### config.mk
export PLATFORM = sky130hd
export DESIGN_NAME = serial_baud_ctrl
export DESIGN_NICKNAME = d
export VERILOG_FILES = /design/src/pkg/serial_pkg.sv /design/src/pkg/rate_if.sv /design/src/hdl/rate_divider.sv /design/src/hdl/line_sync.sv /design/src/hdl/serial_baud_ctrl.sv
export VERILOG_INCLUDE_DIRS = /design/src /design/src/pkg
export SDC_FILE = /design/constraint.sdc
export NUM_CORES = 1
export LEC_CHECK = 0
export ABC_AREA = 0
export BUFFER_PORTS_ARGS = -buffer_cell sky130_fd_sc_hd__buf_2
export CORE_ASPECT_RATIO = 0.5
export CORE_UTILIZATION = 54
export DETAILED_ROUTE_END_ITERATION = 10
export HOLD_SLACK_MARGIN = 0.15
export PLACE_DENSITY = 0.77
export SETUP_SLACK_MARGIN = 0.15
export SYNTH_ARGS = -nofsm -noshare
export SYNTH_HDL_FRONTEND = slang
export SYNTH_SLANG_ARGS = --single-unit
### constraint.sdc
create_clock -name core_clk_in -period 3.4 [get_ports core_clk_in]
set_clock_uncertainty 0.05 [all_clocks]
set_input_delay 0.68 -clock core_clk_in [delete_from_list [all_inputs] [get_ports core_clk_in]]
set_output_delay 0.68 -clock core_clk_in [all_outputs]
set_load 0.05 [all_outputs]
### src/pkg/serial_consts.svh
// Register indices, field positions, reset values and counts of the serial baud block.
`ifndef SERIAL_CONSTS_SVH
`define SERIAL_CONSTS_SVH
`define FLAGS_IDX     12'h118
`define RXDATA_IDX    12'h119
`define TXDATA_IDX    12'h11A
`define DIVIDER_IDX   12'h11B
`define RXCTRL_IDX    12'h11D
`define TXCTRL_IDX    12'h11E
`define BAUDCTRL_IDX  12'h11F
`define TXC_NINTH_EN  6
`define TXC_TX_EN     5
`define TXC_SYNC      4
`define TXC_HIGH      2
`define TXC_EMPTY     1
`define TXC_NINTH_BIT 0
`define RXC_PORT_EN   7
`define RXC_RX9       6
`define RXC_SINGLE    5
`define RXC_CONT      4
`define RXC_RX9D      0
`define BC_OVF        7
`define BC_IDLE       6
`define BC_POL        4
`define BC_WIDE       3
`define BC_WAKE       1
`define BC_ABD        0
`define BC_RSV_MASK   8'h24
`define FL_RECV       0
`define ZERO16        16'h0000
`define ONE16         16'h0001
`define PRE_4         16'h0003
`define PRE_16        16'h000F
`define PRE_64        16'h003F
`define BITS8         4'h8
`define BITS9         4'h9
`define AB_LAST       3'h3
`define AB_SH_4       5
`define AB_SH_16      7
`define AB_SH_64      9
`define LINE_IDLE     1'h1
`endif

### src/pkg/serial_pkg.sv
// State types of the serial baud and status block.
package serial_pkg;
   typedef enum {X_IDLE, X_START, X_DATA, X_STOP} xfer_state_t;
   typedef enum {R_IDLE, R_START, R_DATA, R_STOP} rx_state_t;
   typedef enum {AB_IDLE, AB_WAIT, AB_MEAS} ab_state_t;
endpackage : serial_pkg

### src/pkg/rate_if.sv
// Enable, limit and tick of one rate divider.
interface rate_if;
   logic        en;
   logic [15:0] limit;
   logic        tick;
   modport src (output en, output limit, input tick);
   modport div (input en, input limit, output tick);
endinterface : rate_if

### src/hdl/rate_divider.sv
// Counter that emits one tick every limit plus one enabled cycles.
`include "serial_consts.svh"
module rate_divider
  (
   input  wire logic core_clk_in,
   input  wire logic srst_in,
   input  wire logic clr_in,
   rate_if.div       ctl
   );
   logic [15:0] cnt_r;

   // Greater-or-equal keeps the divider from running away when the limit is lowered.
   assign ctl.tick = ctl.en && (cnt_r >= ctl.limit);

   always_ff @(posedge core_clk_in)
   begin
      if (srst_in || clr_in)
         cnt_r <= `ZERO16;
      else if (ctl.tick)
         cnt_r <= `ZERO16;
      else if (ctl.en)
         cnt_r <= cnt_r + `ONE16;
   end
endmodule : rate_divider

### src/hdl/line_sync.sv
// Two-flop synchroniser for a line pin with a falling-edge strobe.
`include "serial_consts.svh"
module line_sync
  (
   input  wire logic core_clk_in,
   input  wire logic srst_in,
   input  wire logic pin_in,
   output wire logic level_out,
   output wire logic fall_out
   );
   logic meta_r;
   logic sync_r;
   logic prev_r;

   assign level_out = sync_r;
   assign fall_out  = prev_r && !sync_r;

   always_ff @(posedge core_clk_in)
   begin
      if (srst_in)
      begin
         meta_r <= `LINE_IDLE;
         sync_r <= `LINE_IDLE;
         prev_r <= `LINE_IDLE;
      end
      else
      begin
         meta_r <= pin_in;
         sync_r <= meta_r;
         prev_r <= sync_r;
      end
   end
endmodule : line_sync

### src/hdl/serial_baud_ctrl.sv
// Serial port baud control, status and shift engines behind an APB slave.
// Function
// - Shift-empty status bit 1 shows idle shifter.
// - Writable ninth transmit bit at bit 0.
// - Clocked mode: receive enables beat transmit enable.
// - Async autobaud timer overflow sets read-only bit 7.
// - Async receiver idle flag at bit 6.
// - Async polarity bit inverts transmit, idling low.
// - Clocked mode: polarity picks active clock edge.
// - Width select chooses 16-bit or 8-bit divider.
// - Wake bit: falling edge sets flag, self-clears.
// - Autobaud enable starts detection, self-clears when done.
// - Async high speed: divide by 4 wide, else 16.
//
// Implementation choice: the APB slave port.
`include "serial_consts.svh"
module serial_baud_ctrl
   import serial_pkg::*;
  (
   input  wire logic        core_clk_in,
   input  wire logic        srst_in,
   input  wire logic [13:0] paddr_in,
   input  wire logic        psel_in,
   input  wire logic        penable_in,
   input  wire logic        pwrite_in,
   input  wire logic [31:0] pwdata_in,
   output logic      [31:0] prdata_out,
   output wire logic        pready_out,
   output wire logic        pslverr_out,
   input  wire logic        rx_in,
   output wire logic        tx_out,
   output wire logic        tx_oe_out,
   output wire logic        sclk_out,
   output wire logic        sclk_oe_out
   );
   logic        ninth_en_r, tx_en_r, sync_r, high_r, tx9_r;
   logic        port_en_r, rx9_r, single_rx_r, cont_rx_r;
   logic        pol_r, wide_r, wake_r, abd_r, ovf_r, flag_r, tx_pend_r;
   logic [7:0]  tx_data_r, rx_data_r;
   logic        rx_ninth_r;
   logic [15:0] divider_r;
   xfer_state_t x_state;
   logic [8:0]  shift_r, xin_r;
   logic [3:0]  xbit_r;
   logic        line_r, sclk_r, xrx_r;
   rx_state_t   r_state;
   logic [15:0] r_cnt_r;
   logic [8:0]  rsh_r;
   logic [3:0]  rbit_r;
   ab_state_t   ab_state;
   logic [15:0] ab_cnt_r;
   logic [2:0]  ab_edges_r;
   wire logic   rx_s, rx_fall;

   rate_if baud_bus ();
   rate_if bit_bus ();

   line_sync rx_sync (
      .core_clk_in (core_clk_in),
      .srst_in     (srst_in),
      .pin_in      (rx_in),
      .level_out   (rx_s),
      .fall_out    (rx_fall)
   );
   rate_divider baud_div (
      .core_clk_in (core_clk_in),
      .srst_in     (srst_in),
      .clr_in      (!port_en_r),
      .ctl         (baud_bus)
   );
   rate_divider bit_div (
      .core_clk_in (core_clk_in),
      .srst_in     (srst_in),
      .clr_in      (!port_en_r),
      .ctl         (bit_bus)
   );

   // Bus decode; the slave never stalls, so every access completes in its first access cycle.
   wire logic [11:0] idx      = paddr_in[13:2];
   wire logic        setup    = psel_in && !penable_in;
   wire logic        acc      = psel_in && penable_in;
   wire logic        hit_fl   = idx == `FLAGS_IDX;
   wire logic        hit_rxd  = idx == `RXDATA_IDX;
   wire logic        hit_txd  = idx == `TXDATA_IDX;
   wire logic        hit_div  = idx == `DIVIDER_IDX;
   wire logic        hit_rxc  = idx == `RXCTRL_IDX;
   wire logic        hit_txc  = idx == `TXCTRL_IDX;
   wire logic        hit_bc   = idx == `BAUDCTRL_IDX;
   wire logic        mapped   = hit_fl || hit_rxd || hit_txd || hit_div
                                || hit_rxc || hit_txc || hit_bc;
   wire logic        wr       = acc && pwrite_in && mapped;
   assign pready_out  = 1'h1;
   assign pslverr_out = acc && !mapped;

   // Rates.
   wire logic [15:0] bit_limit = sync_r ? `PRE_4 :
                                 high_r ? (wide_r ? `PRE_4 : `PRE_16) :
                                 (wide_r ? `PRE_16 : `PRE_64);
   assign baud_bus.en    = port_en_r;
   assign baud_bus.limit = wide_r ? divider_r : {8'h00, divider_r[7:0]};
   assign bit_bus.en     = baud_bus.tick;
   assign bit_bus.limit  = bit_limit;
   wire logic baud_tick  = baud_bus.tick;
   wire logic bit_tick   = bit_bus.tick;

   // Shift engine shared by asynchronous transmit and clocked transfers.
   wire logic       xfer_rx_sel = sync_r && (single_rx_r || cont_rx_r);
   wire logic       xfer_start  = bit_tick && x_state == X_IDLE
                                  && (xfer_rx_sel || (tx_en_r && tx_pend_r));
   wire logic [3:0] x_nbits     = (xrx_r ? rx9_r : ninth_en_r) ? `BITS9 : `BITS8;
   wire logic       x_active    = bit_tick && x_state == X_DATA && sync_r
                                  && (sclk_r != pol_r);
   wire logic       sync_done   = bit_tick && x_state == X_DATA && sync_r && !x_active
                                  && xbit_r == x_nbits;
   wire logic       tx_empty    = x_state == X_IDLE;

   always_ff @(posedge core_clk_in)
   begin
      if (srst_in || !port_en_r)
      begin
         x_state <= X_IDLE;
         shift_r <= 9'h000;
         xin_r   <= 9'h000;
         xbit_r  <= 4'h0;
         line_r  <= `LINE_IDLE;
         sclk_r  <= 1'h0;
         xrx_r   <= 1'h0;
      end
      else
         case (x_state)
            X_IDLE:
            begin
               sclk_r <= !pol_r;
               if (xfer_start)
               begin
                  shift_r <= {tx9_r, tx_data_r};
                  xbit_r  <= 4'h0;
                  xrx_r   <= xfer_rx_sel;
                  line_r  <= sync_r ? tx_data_r[0] : 1'h0;
                  x_state <= sync_r ? X_DATA : X_START;
               end
            end
            X_START:
               if (bit_tick)
               begin
                  line_r  <= shift_r[0];
                  shift_r <= {1'h0, shift_r[8:1]};
                  xbit_r  <= 4'h1;
                  x_state <= X_DATA;
               end
            X_DATA:
               if (bit_tick && sync_r)
               begin
                  sclk_r <= !sclk_r;
                  if (x_active)
                  begin
                     xin_r  <= {rx_s, xin_r[8:1]};
                     xbit_r <= xbit_r + 4'h1;
                  end
                  else if (xbit_r == x_nbits)
                     x_state <= X_IDLE;
                  else
                  begin
                     line_r  <= shift_r[1];
                     shift_r <= {1'h0, shift_r[8:1]};
                  end
               end
               else if (bit_tick)
               begin
                  if (xbit_r == x_nbits)
                  begin
                     line_r  <= `LINE_IDLE;
                     x_state <= X_STOP;
                  end
                  else
                  begin
                     line_r  <= shift_r[0];
                     shift_r <= {1'h0, shift_r[8:1]};
                     xbit_r  <= xbit_r + 4'h1;
                  end
               end
            X_STOP:
               if (bit_tick)
                  x_state <= X_IDLE;
            default:
               x_state <= X_IDLE;
         endcase
   end

   // Inversion applies only to the asynchronous line, so clocked data stays true.
   assign tx_out      = sync_r ? line_r : line_r ^ pol_r;
   assign tx_oe_out   = port_en_r && (!sync_r || (x_state != X_IDLE && !xrx_r));
   assign sclk_out    = sclk_r;
   assign sclk_oe_out = port_en_r && sync_r;

   // Asynchronous receiver, sampling mid-bit in baud ticks.
   wire logic       rx_go     = rx_fall && cont_rx_r && !sync_r && !wake_r && !abd_r
                                && r_state == R_IDLE;
   wire logic [3:0] r_nbits   = rx9_r ? `BITS9 : `BITS8;
   wire logic       r_zero    = r_cnt_r == `ZERO16;
   wire logic       rx_done   = baud_tick && r_state == R_STOP && r_zero;
   wire logic       rx_idle   = r_state == R_IDLE;

   always_ff @(posedge core_clk_in)
   begin
      if (srst_in || !port_en_r)
      begin
         r_state <= R_IDLE;
         r_cnt_r <= `ZERO16;
         rsh_r   <= 9'h000;
         rbit_r  <= 4'h0;
      end
      else
         case (r_state)
            R_IDLE:
               if (rx_go)
               begin
                  r_cnt_r <= {1'h0, bit_limit[15:1]};
                  rbit_r  <= 4'h0;
                  r_state <= R_START;
               end
            R_START, R_DATA, R_STOP:
               if (baud_tick && !r_zero)
                  r_cnt_r <= r_cnt_r - `ONE16;
               else if (baud_tick)
               begin
                  r_cnt_r <= bit_limit;
                  if (r_state == R_START)
                     r_state <= R_DATA;
                  else if (r_state == R_STOP)
                     r_state <= R_IDLE;
                  else
                  begin
                     rsh_r  <= {rx_s, rsh_r[8:1]};
                     rbit_r <= rbit_r + 4'h1;
                     if (rbit_r == r_nbits - 4'h1)
                        r_state <= R_STOP;
                  end
               end
            default:
               r_state <= R_IDLE;
         endcase
   end

   // Autobaud measures eight bit times of a 55h character from first to fifth falling edge.
   wire logic        ab_ovf_w  = ab_state == AB_MEAS && (&ab_cnt_r);
   wire logic        ab_done_w = ab_state == AB_MEAS && rx_fall && ab_edges_r == `AB_LAST;
   wire logic [15:0] ab_q      = (high_r && wide_r) ? (ab_cnt_r >> `AB_SH_4) :
                                 (high_r || wide_r) ? (ab_cnt_r >> `AB_SH_16) :
                                 (ab_cnt_r >> `AB_SH_64);
   wire logic [15:0] ab_result = ab_q - `ONE16;

   always_ff @(posedge core_clk_in)
   begin
      if (srst_in || !abd_r || sync_r)
      begin
         ab_state   <= AB_IDLE;
         ab_cnt_r   <= `ZERO16;
         ab_edges_r <= 3'h0;
      end
      else
         case (ab_state)
            AB_IDLE:
               ab_state <= AB_WAIT;
            AB_WAIT:
               if (rx_fall)
               begin
                  ab_cnt_r   <= `ONE16;
                  ab_edges_r <= 3'h0;
                  ab_state   <= AB_MEAS;
               end
            AB_MEAS:
            begin
               ab_cnt_r <= ab_cnt_r + `ONE16;
               if (rx_fall)
                  ab_edges_r <= ab_edges_r + 3'h1;
               if (ab_ovf_w || ab_done_w)
                  ab_state <= AB_IDLE;
            end
            default:
               ab_state <= AB_IDLE;
         endcase
   end

   // Register file; hardware updates follow software writes and win, except that a TXDATA write sets tx_pend_r after its clear.
   wire logic [15:0] rd_mux =
      hit_fl  ? {15'h0000, flag_r} :
      hit_rxd ? {8'h00, rx_data_r} :
      hit_txd ? {8'h00, tx_data_r} :
      hit_div ? divider_r :
      hit_rxc ? {8'h00, port_en_r, rx9_r, single_rx_r, cont_rx_r, 3'h0, rx_ninth_r} :
      hit_txc ? {8'h00, 1'h0, ninth_en_r, tx_en_r, sync_r, 1'h0, high_r, tx_empty, tx9_r} :
      hit_bc  ? {8'h00, ovf_r, rx_idle, 1'h0, pol_r, wide_r, 1'h0, wake_r, abd_r} :
      `ZERO16;

   always_ff @(posedge core_clk_in)
   begin
      if (srst_in)
         prdata_out <= 32'h00000000;
      else if (setup && !pwrite_in)
         prdata_out <= {16'h0000, rd_mux};
   end

   always_ff @(posedge core_clk_in)
   begin
      if (srst_in)
      begin
         {ninth_en_r, tx_en_r, sync_r, high_r, tx9_r} <= 5'h00;
         {port_en_r, rx9_r, single_rx_r, cont_rx_r}    <= 4'h0;
         {pol_r, wide_r, wake_r, abd_r, ovf_r}         <= 5'h00;
         {flag_r, tx_pend_r, rx_ninth_r}               <= 3'h0;
         tx_data_r <= 8'h00;
         rx_data_r <= 8'h00;
         divider_r <= `ZERO16;
      end
      else
      begin
         if (wr && hit_fl && pwdata_in[`FL_RECV])
            flag_r <= 1'h0;
         if (wr && hit_txd)
            tx_data_r <= pwdata_in[7:0];
         if (wr && hit_div)
            divider_r <= pwdata_in[15:0];
         if (wr && hit_txc)
         begin
            ninth_en_r <= pwdata_in[`TXC_NINTH_EN];
            tx_en_r    <= pwdata_in[`TXC_TX_EN];
            sync_r     <= pwdata_in[`TXC_SYNC];
            high_r     <= pwdata_in[`TXC_HIGH];
            tx9_r      <= pwdata_in[`TXC_NINTH_BIT];
         end
         if (wr && hit_rxc)
         begin
            port_en_r   <= pwdata_in[`RXC_PORT_EN];
            rx9_r       <= pwdata_in[`RXC_RX9];
            single_rx_r <= pwdata_in[`RXC_SINGLE];
            cont_rx_r   <= pwdata_in[`RXC_CONT];
         end
         if (wr && hit_bc)
         begin
            pol_r  <= pwdata_in[`BC_POL];
            wide_r <= pwdata_in[`BC_WIDE];
            wake_r <= pwdata_in[`BC_WAKE];
            abd_r  <= pwdata_in[`BC_ABD];
            if (pwdata_in[`BC_ABD])
               ovf_r <= 1'h0;
         end
         if (xfer_start && !xfer_rx_sel)
            tx_pend_r <= 1'h0;
         if (wr && hit_txd)
            tx_pend_r <= 1'h1;
         if (rx_done)
         begin
            rx_data_r  <= rx9_r ? rsh_r[7:0] : rsh_r[8:1];
            rx_ninth_r <= rsh_r[8];
            flag_r     <= 1'h1;
         end
         if (sync_done && xrx_r)
         begin
            rx_data_r  <= rx9_r ? xin_r[7:0] : xin_r[8:1];
            rx_ninth_r  <= xin_r[8];
            flag_r      <= 1'h1;
            single_rx_r <= 1'h0;
         end
         if (wake_r && !sync_r && rx_fall)
         begin
            flag_r <= 1'h1;
            wake_r <= 1'h0;
         end
         if (ab_done_w)
         begin
            divider_r <= ab_result;
            abd_r     <= 1'h0;
         end
         if (ab_ovf_w)
         begin
            ovf_r <= 1'h1;
            abd_r <= 1'h0;
         end
      end
   end
endmodule : serial_baud_ctrl

# Yosys cells after proc, flatten, opt, wreduce, memory -nomap -nowiden
# Cells that the tools add are included.
[word_totals]
register_bits = 269
latchBits = 0
mem_bits_rw = 0
rom_bits = 0
in_bits = 52
output_inout_bits = 38
mem_count = 0
[op_classes]
add_sub_neg = 9
mul = 0
div_mod_pow = 0
n_lt_le_gt_ge = 2
n_eq_ne = 43
shift = 0
n_mux = 95
bitwise_logic = 4
reduce_logical = 112
[ops]
columns = ["cell", "count"]
rows = [
  ["$mux W32", 16],
  ["$eq A32 B2 Y1 const B", 6],
  ["$mux W16", 11],
  ["$logic_not A32 Y1", 5],
  ["$pmux W32 S4", 1],
  ["$eq A32 B1 Y1 const B", 3],
  ["$eq A32 B3 Y1 const B", 3],
  ["$pmux W32 S3", 1],
  ["$eq A12 B9 Y1 const B", 7],
  ["$pmux W16 S2", 2],
  ["$pmux W32 S2", 1],
  ["$mux W9", 7],
  ["$mux W8", 7],
  ["$add A16 B1 Y16 const B", 3],
  ["$mux W4", 12],
  ["$logic_and A1 B1 Y1", 45],
  ["$reduce_bool A32 Y1", 1],
  ["$pmux W9 S3", 1],
  ["$ne A2 B2 Y1 const B", 13],
  ["$mux W1", 24],
  ["$reduce_and A6 Y1", 4],
  ["$mux W6", 3],
  ["$ne A3 B3 Y1 const B", 6],
  ["$ge A16 B16 Y1", 1],
  ["other kinds (33)", 82],
]

# Depth between registers and ports, before layout
[depth]
ltp_word = 14
depth_mapped = 14
ltp_nobuf = 11

# Modules after synthesis
# A second synthesis with hierarchy kept.
[hier_totals]
cells_unflattened = 1305
area_unflattened_um2 = 10561.4
[by_module_without_submodules]
columns = ["mod", "instances", "cells_each", "area_each_um2", "seq_area_each_um2"]
rows = [
  ["serial_baud_ctrl", 1, 1018, 8121.5, 2882.8],
  ["rate_divider", 2, 140, 1177.4, 320.3],
  ["line_sync", 1, 7, 85.1, 60.1],
]

# Worst setup path after synthesis
# Ideal clock, no wire load.
[synth_timing]
kind = "reg-to-reg"
from = "register wide_r"
to = "register xbit_r[3]"
setup_ns = 0.070
arrival_time_ns = 3.146
t_required_ns = 3.280
path_slack_ns = 0.133
path_stages_with_launch = 13
period_less_slack_ns = 3.267
cell_sequence = "dfxtp_1 -> buf_2 -> clkbuf_1 -> nand2_1 -> ha_1 -> nand2_1 -> o21ai_0 -> or3b_1 -> a311oi_4 -> nand2_2 -> a2111o_1 -> or4_1 -> a21oi_1"
[synth_between]
elab_chain_len = 10
word_cells_on_any_way = 23
cone_classes = "2 x order compare; 5 x eq/ne; 7 x mux; 9 x reduce/logical"
[synth_rtl]
columns = ["item", "line", "rtl"]
rows = [
  ["from (decl)", "serial_baud_ctrl.sv:38", "logic pol_r, wide_r, wake_r, abd_r, ovf_r, flag_r, tx_pend_r;"],
  ["from (signal assigned)", "serial_baud_ctrl.sv:342", "wide_r <= pwdata_in[`BC_WIDE];"],
  ["$mux W4 (no line) or $mux W6 (tied branches)", "n/a", ""],
  ["$mux W6", "serial_baud_ctrl.sv:97", "high_r ? (wide_r ? `PRE_4 : `PRE_16) :"],
  ["$mux W6", "serial_baud_ctrl.sv:96", "wire logic [15:0] bit_limit = sync_r ? `PRE_4 :"],
  ["$ge A16 B6 Y1", "rate_divider.sv:13", "assign ctl.tick = ctl.en && (cnt_r >= ctl.limit);"],
  ["$logic_and A1 B1 Y1 (*)", "rate_divider.sv:13", ""],
  ["$logic_and A1 B1 Y1 (2 in series)", "serial_baud_ctrl.sv:111", "wire logic x_active = bit_tick && x_state == X_DATA && sync_r"],
  ["$logic_and A1 B1 Y1", "serial_baud_ctrl.sv:112", "&& (sclk_r != pol_r);"],
  ["$ne A3 B3 Y1 (no line)", "n/a", ""],
  ["$reduce_and A6 Y1 (no line)", "n/a", ""],
  ["to (signal assigned)", "serial_baud_ctrl.sv:158", "xbit_r <= xbit_r + 4'h1;"],
  ["to (signal assigned)", "serial_baud_ctrl.sv:179", "xbit_r <= xbit_r + 4'h1;"],
  ["to (decl)", "serial_baud_ctrl.sv:44", "logic [3:0] xbit_r;"],
]
# Mark *: on every way between the ends. The rest lies on a longest branch, timed or not.
# A chain may end at the register's enable or synchronous reset.

# Final worst setup path
# Ends and elaborated chain as after synthesis.

==> results.md <==
- Sequential-to-total area share from yosys stat: 0.376
- Switching pwr: 1.10 mW
- Max Fclk: 314 MHz
- DR iter-0 viols: 623
- Worst slew pin tran: 977 ps
- Req. time, crit path: 3720 ps
- Num CTS Buffers: 17
- Clock Tree Buf Depth: 2
- Area contributors post-synth: dfxtp_1 (38%), mux2i_1 (7.5%), nor2_1 (6.7%)
- Die Width: 190 microns
- Max_cap viols: 0
- Minimum clock period: 3180 ps
- Worst Hold Class: in2reg
- Fin cells: 1,454
- Total wire length: 23.5 mm
- Slew HR: 0.344
- Internal: 3.12 mW
- # nets final: 1,305
- Reg power frac: 0.497
- EDFF count, synth: 0
- Register area: 3590 sq um
- CTS tree: built
- Largest net degree at the start of global routing: 37
- Final Max Slew Viols: 0
- Total placed cells including tap cells: 1,420
- Root Driver: clkbuf_16
- Die area: 18,200 sq um
- Area Overhead vs Synth: 12.1%
- Leakage: 3.76 nW
- Die Y: 95.9 microns
- Ant. Diodes: 0
- CTS Hold Bufs: 0
- Endpoints failing setup: 0
- Fillers: 1,417
- Yosys cell types: 72
- Pwr Density: 396 nW/um^2
- Total power: 4.23 mW
- Rows: 33
- ANT nets after route: 0
- Synthesis-stage register bit count: 179
- Mapped cell area: 9520 sq um
- Number of vias per cell: 5.92
- Vias: 8,613
- GP Congestion: 0.950
- Clock transition at path regs: 80 ps
- GRT Total Usage: 0.260
- Avg Cell Area, Syn: 8.12 sq um
- H-tree depth: 4
- Total core area: 16,800 sq um
- First-pass detailed-route iteration total: 5
- Post-Syn Instances: 1,173
- Critical path endpoint category: flop
- CP Max Fanout: 10
- Share of layout cells above drive strength 1: 0.123
- Wire per inst: 16.1 microns
- Unrepaired setup endpoints after global routing: true
- First-pass GRT wire length: 38.1 mm
- Setup WS pre-CTS: -29.1 ps
- Synth Warn #: 0
- Setup tns final: 0 ps
- Final worst path period share: 0.936
- Worst R2R Setup Slack: 220 ps
- Run status: completed
- Later-pin clock latency in the skew report: 440 ps
- # IOs: 90
- FFs w/ async S/R, synth: 0
- Grt ovf: 0
- DP Wirelength: 16.5 mm
- WS Path Type: reg2reg
- I/O Buffers: 54
- Yosys top cell by area: dfxtp_1
- Crit path DAT: 3500 ps
- Initial Utilization: 0.567
- Top-area cell type share of the netlist area: 0.376
- Antenna violations before repair: 0
- Clock power frac: 0.471
- Hold Slack: 367 ps
- Multi-input logic area: 5520 sq um
- Switching Share: 0.261
- VDD IR-drop max: 340 uV
- Main flop type after synthesis: dfxtp_1
- Drt drc: 0
- Vias in the first global route: 7,891
- Final worst slack: 219 ps
- Clk sinks: 179
- Most frequent cell after synthesis: dfxtp_1
- Worst setup SP type: flop
- Comb power frac: 0.033
- Final hold viol count: 0
- Synth cell count leaders: dfxtp_1 (179), nor2_1 (171), nand2_1 (120)
## power groups by stage
stage	Combinational, mW	Sequential, mW	Clock [mW]
after floorplan	0.107	2.15	0
after global placement	0.135	2.15	0
after detailed placement	0.136	2.15	0
after CTS	0.136	2.10	2.01
after global routing	0.148	2.10	2.10
final	0.138	2.10	1.99
## worst paths after layout
path | start | end | cells after the start
min | rx_in | rx_sync.meta_r | 2
max | wide_r | xbit_r[3] | 11
max reg2reg | wide_r | xbit_r[3] | 11
min reg2reg | rx_sync.meta_r | rx_sync.level_out | 1
## sequential cells by signal, summed over array words and instances, names as in the netlist, 2 cells and up
signal / flops
tx_data_r: 8
rx_data_r: 8
bit_div.cnt_r: 16
ab_state: 2
baud_div.cnt_r: 16
xbit_r: 4
shift_r: 9
r_cnt_r: 16
r_state: 2
xin_r: 9
ab_cnt_r: 16
rsh_r: 9
x_state: 2
divider_r: 16
prdata_out: 16
rbit_r: 4
ab_edges_r: 3
## timing repair
action / 4_1_cts / 5_1_grt
pin swaps: 3 / 2
endpoints found under the setup margin: 22 / 38
resized for setup: 4 / 7
setup buffers: 1 / 1
## critical path, stage by stage (launching register included)
cell,delay [ps]
dfxtp_4,420
nand2_1,80
ha_1,300
nand3_1,100
nor3_2,280
o2111ai_2,300
a311oi_4,340
buf_6,170
nor2b_1,50
a2111o_1,450
or4_1,410
a21oi_1,160
## layout by cell type, fill, tap and decap left out, drive strengths merged, types with 10 or more instances in the layout
cell,count
nand2,121
xnor2,11
or3,11
nand3,63
a21oi,72
and3,12
ha,39
clkbuf,17
xor2,26
o21ai,48
a22oi,10
nor3,23
nor2,173
conb,17
dfxtp,179
a31oi,15
a211oi,50
inv,35
nand4,20
buf,90
mux2i,71
## routing by layer
metal,vias to the layer above,GRT usage,share of wire
met5,-,0,0
met1,4109,0.338,0.46
li1,4229,-,-
met4,0,0.0840,0.017
met3,36,0.0492,0.049
met2,239,0.441,0.47
## layout make-up
type                       instances  area share
clock buffer                      17      0.0399
clock inverter                    15      0.0172
inverter                          30      0.0105
multi-input combinational        896       0.518
sequential                       179       0.336
tap                              227      0.0266
timing repair buffer              90      0.0522
## cell families (layout without fill, tap and decap cells)
family          after synthesis  in the layout  share of synthesized area
compound gates              247            247                      0.170
fa+ha+maj                    39             39                     0.0513
mux                          74             74                     0.0782
other cells                   2             17                   0.000789
buf+inv                     113            152                     0.0534
flops                       179            179                      0.376
xor+xnor                     37             37                     0.0340
simple gates                482            482                      0.236
## through the flow
stage | utilization | cell area, sq um
final | 0.635 | 10700
after global placement | 0.595 | 10000
after global routing | 0.635 | 10700
after detailed placement | 0.595 | 10000
after floorplan | - | 9580
after CTS | 0.633 | 10600
No activity file was read; power rests on OpenSTA's default activity.
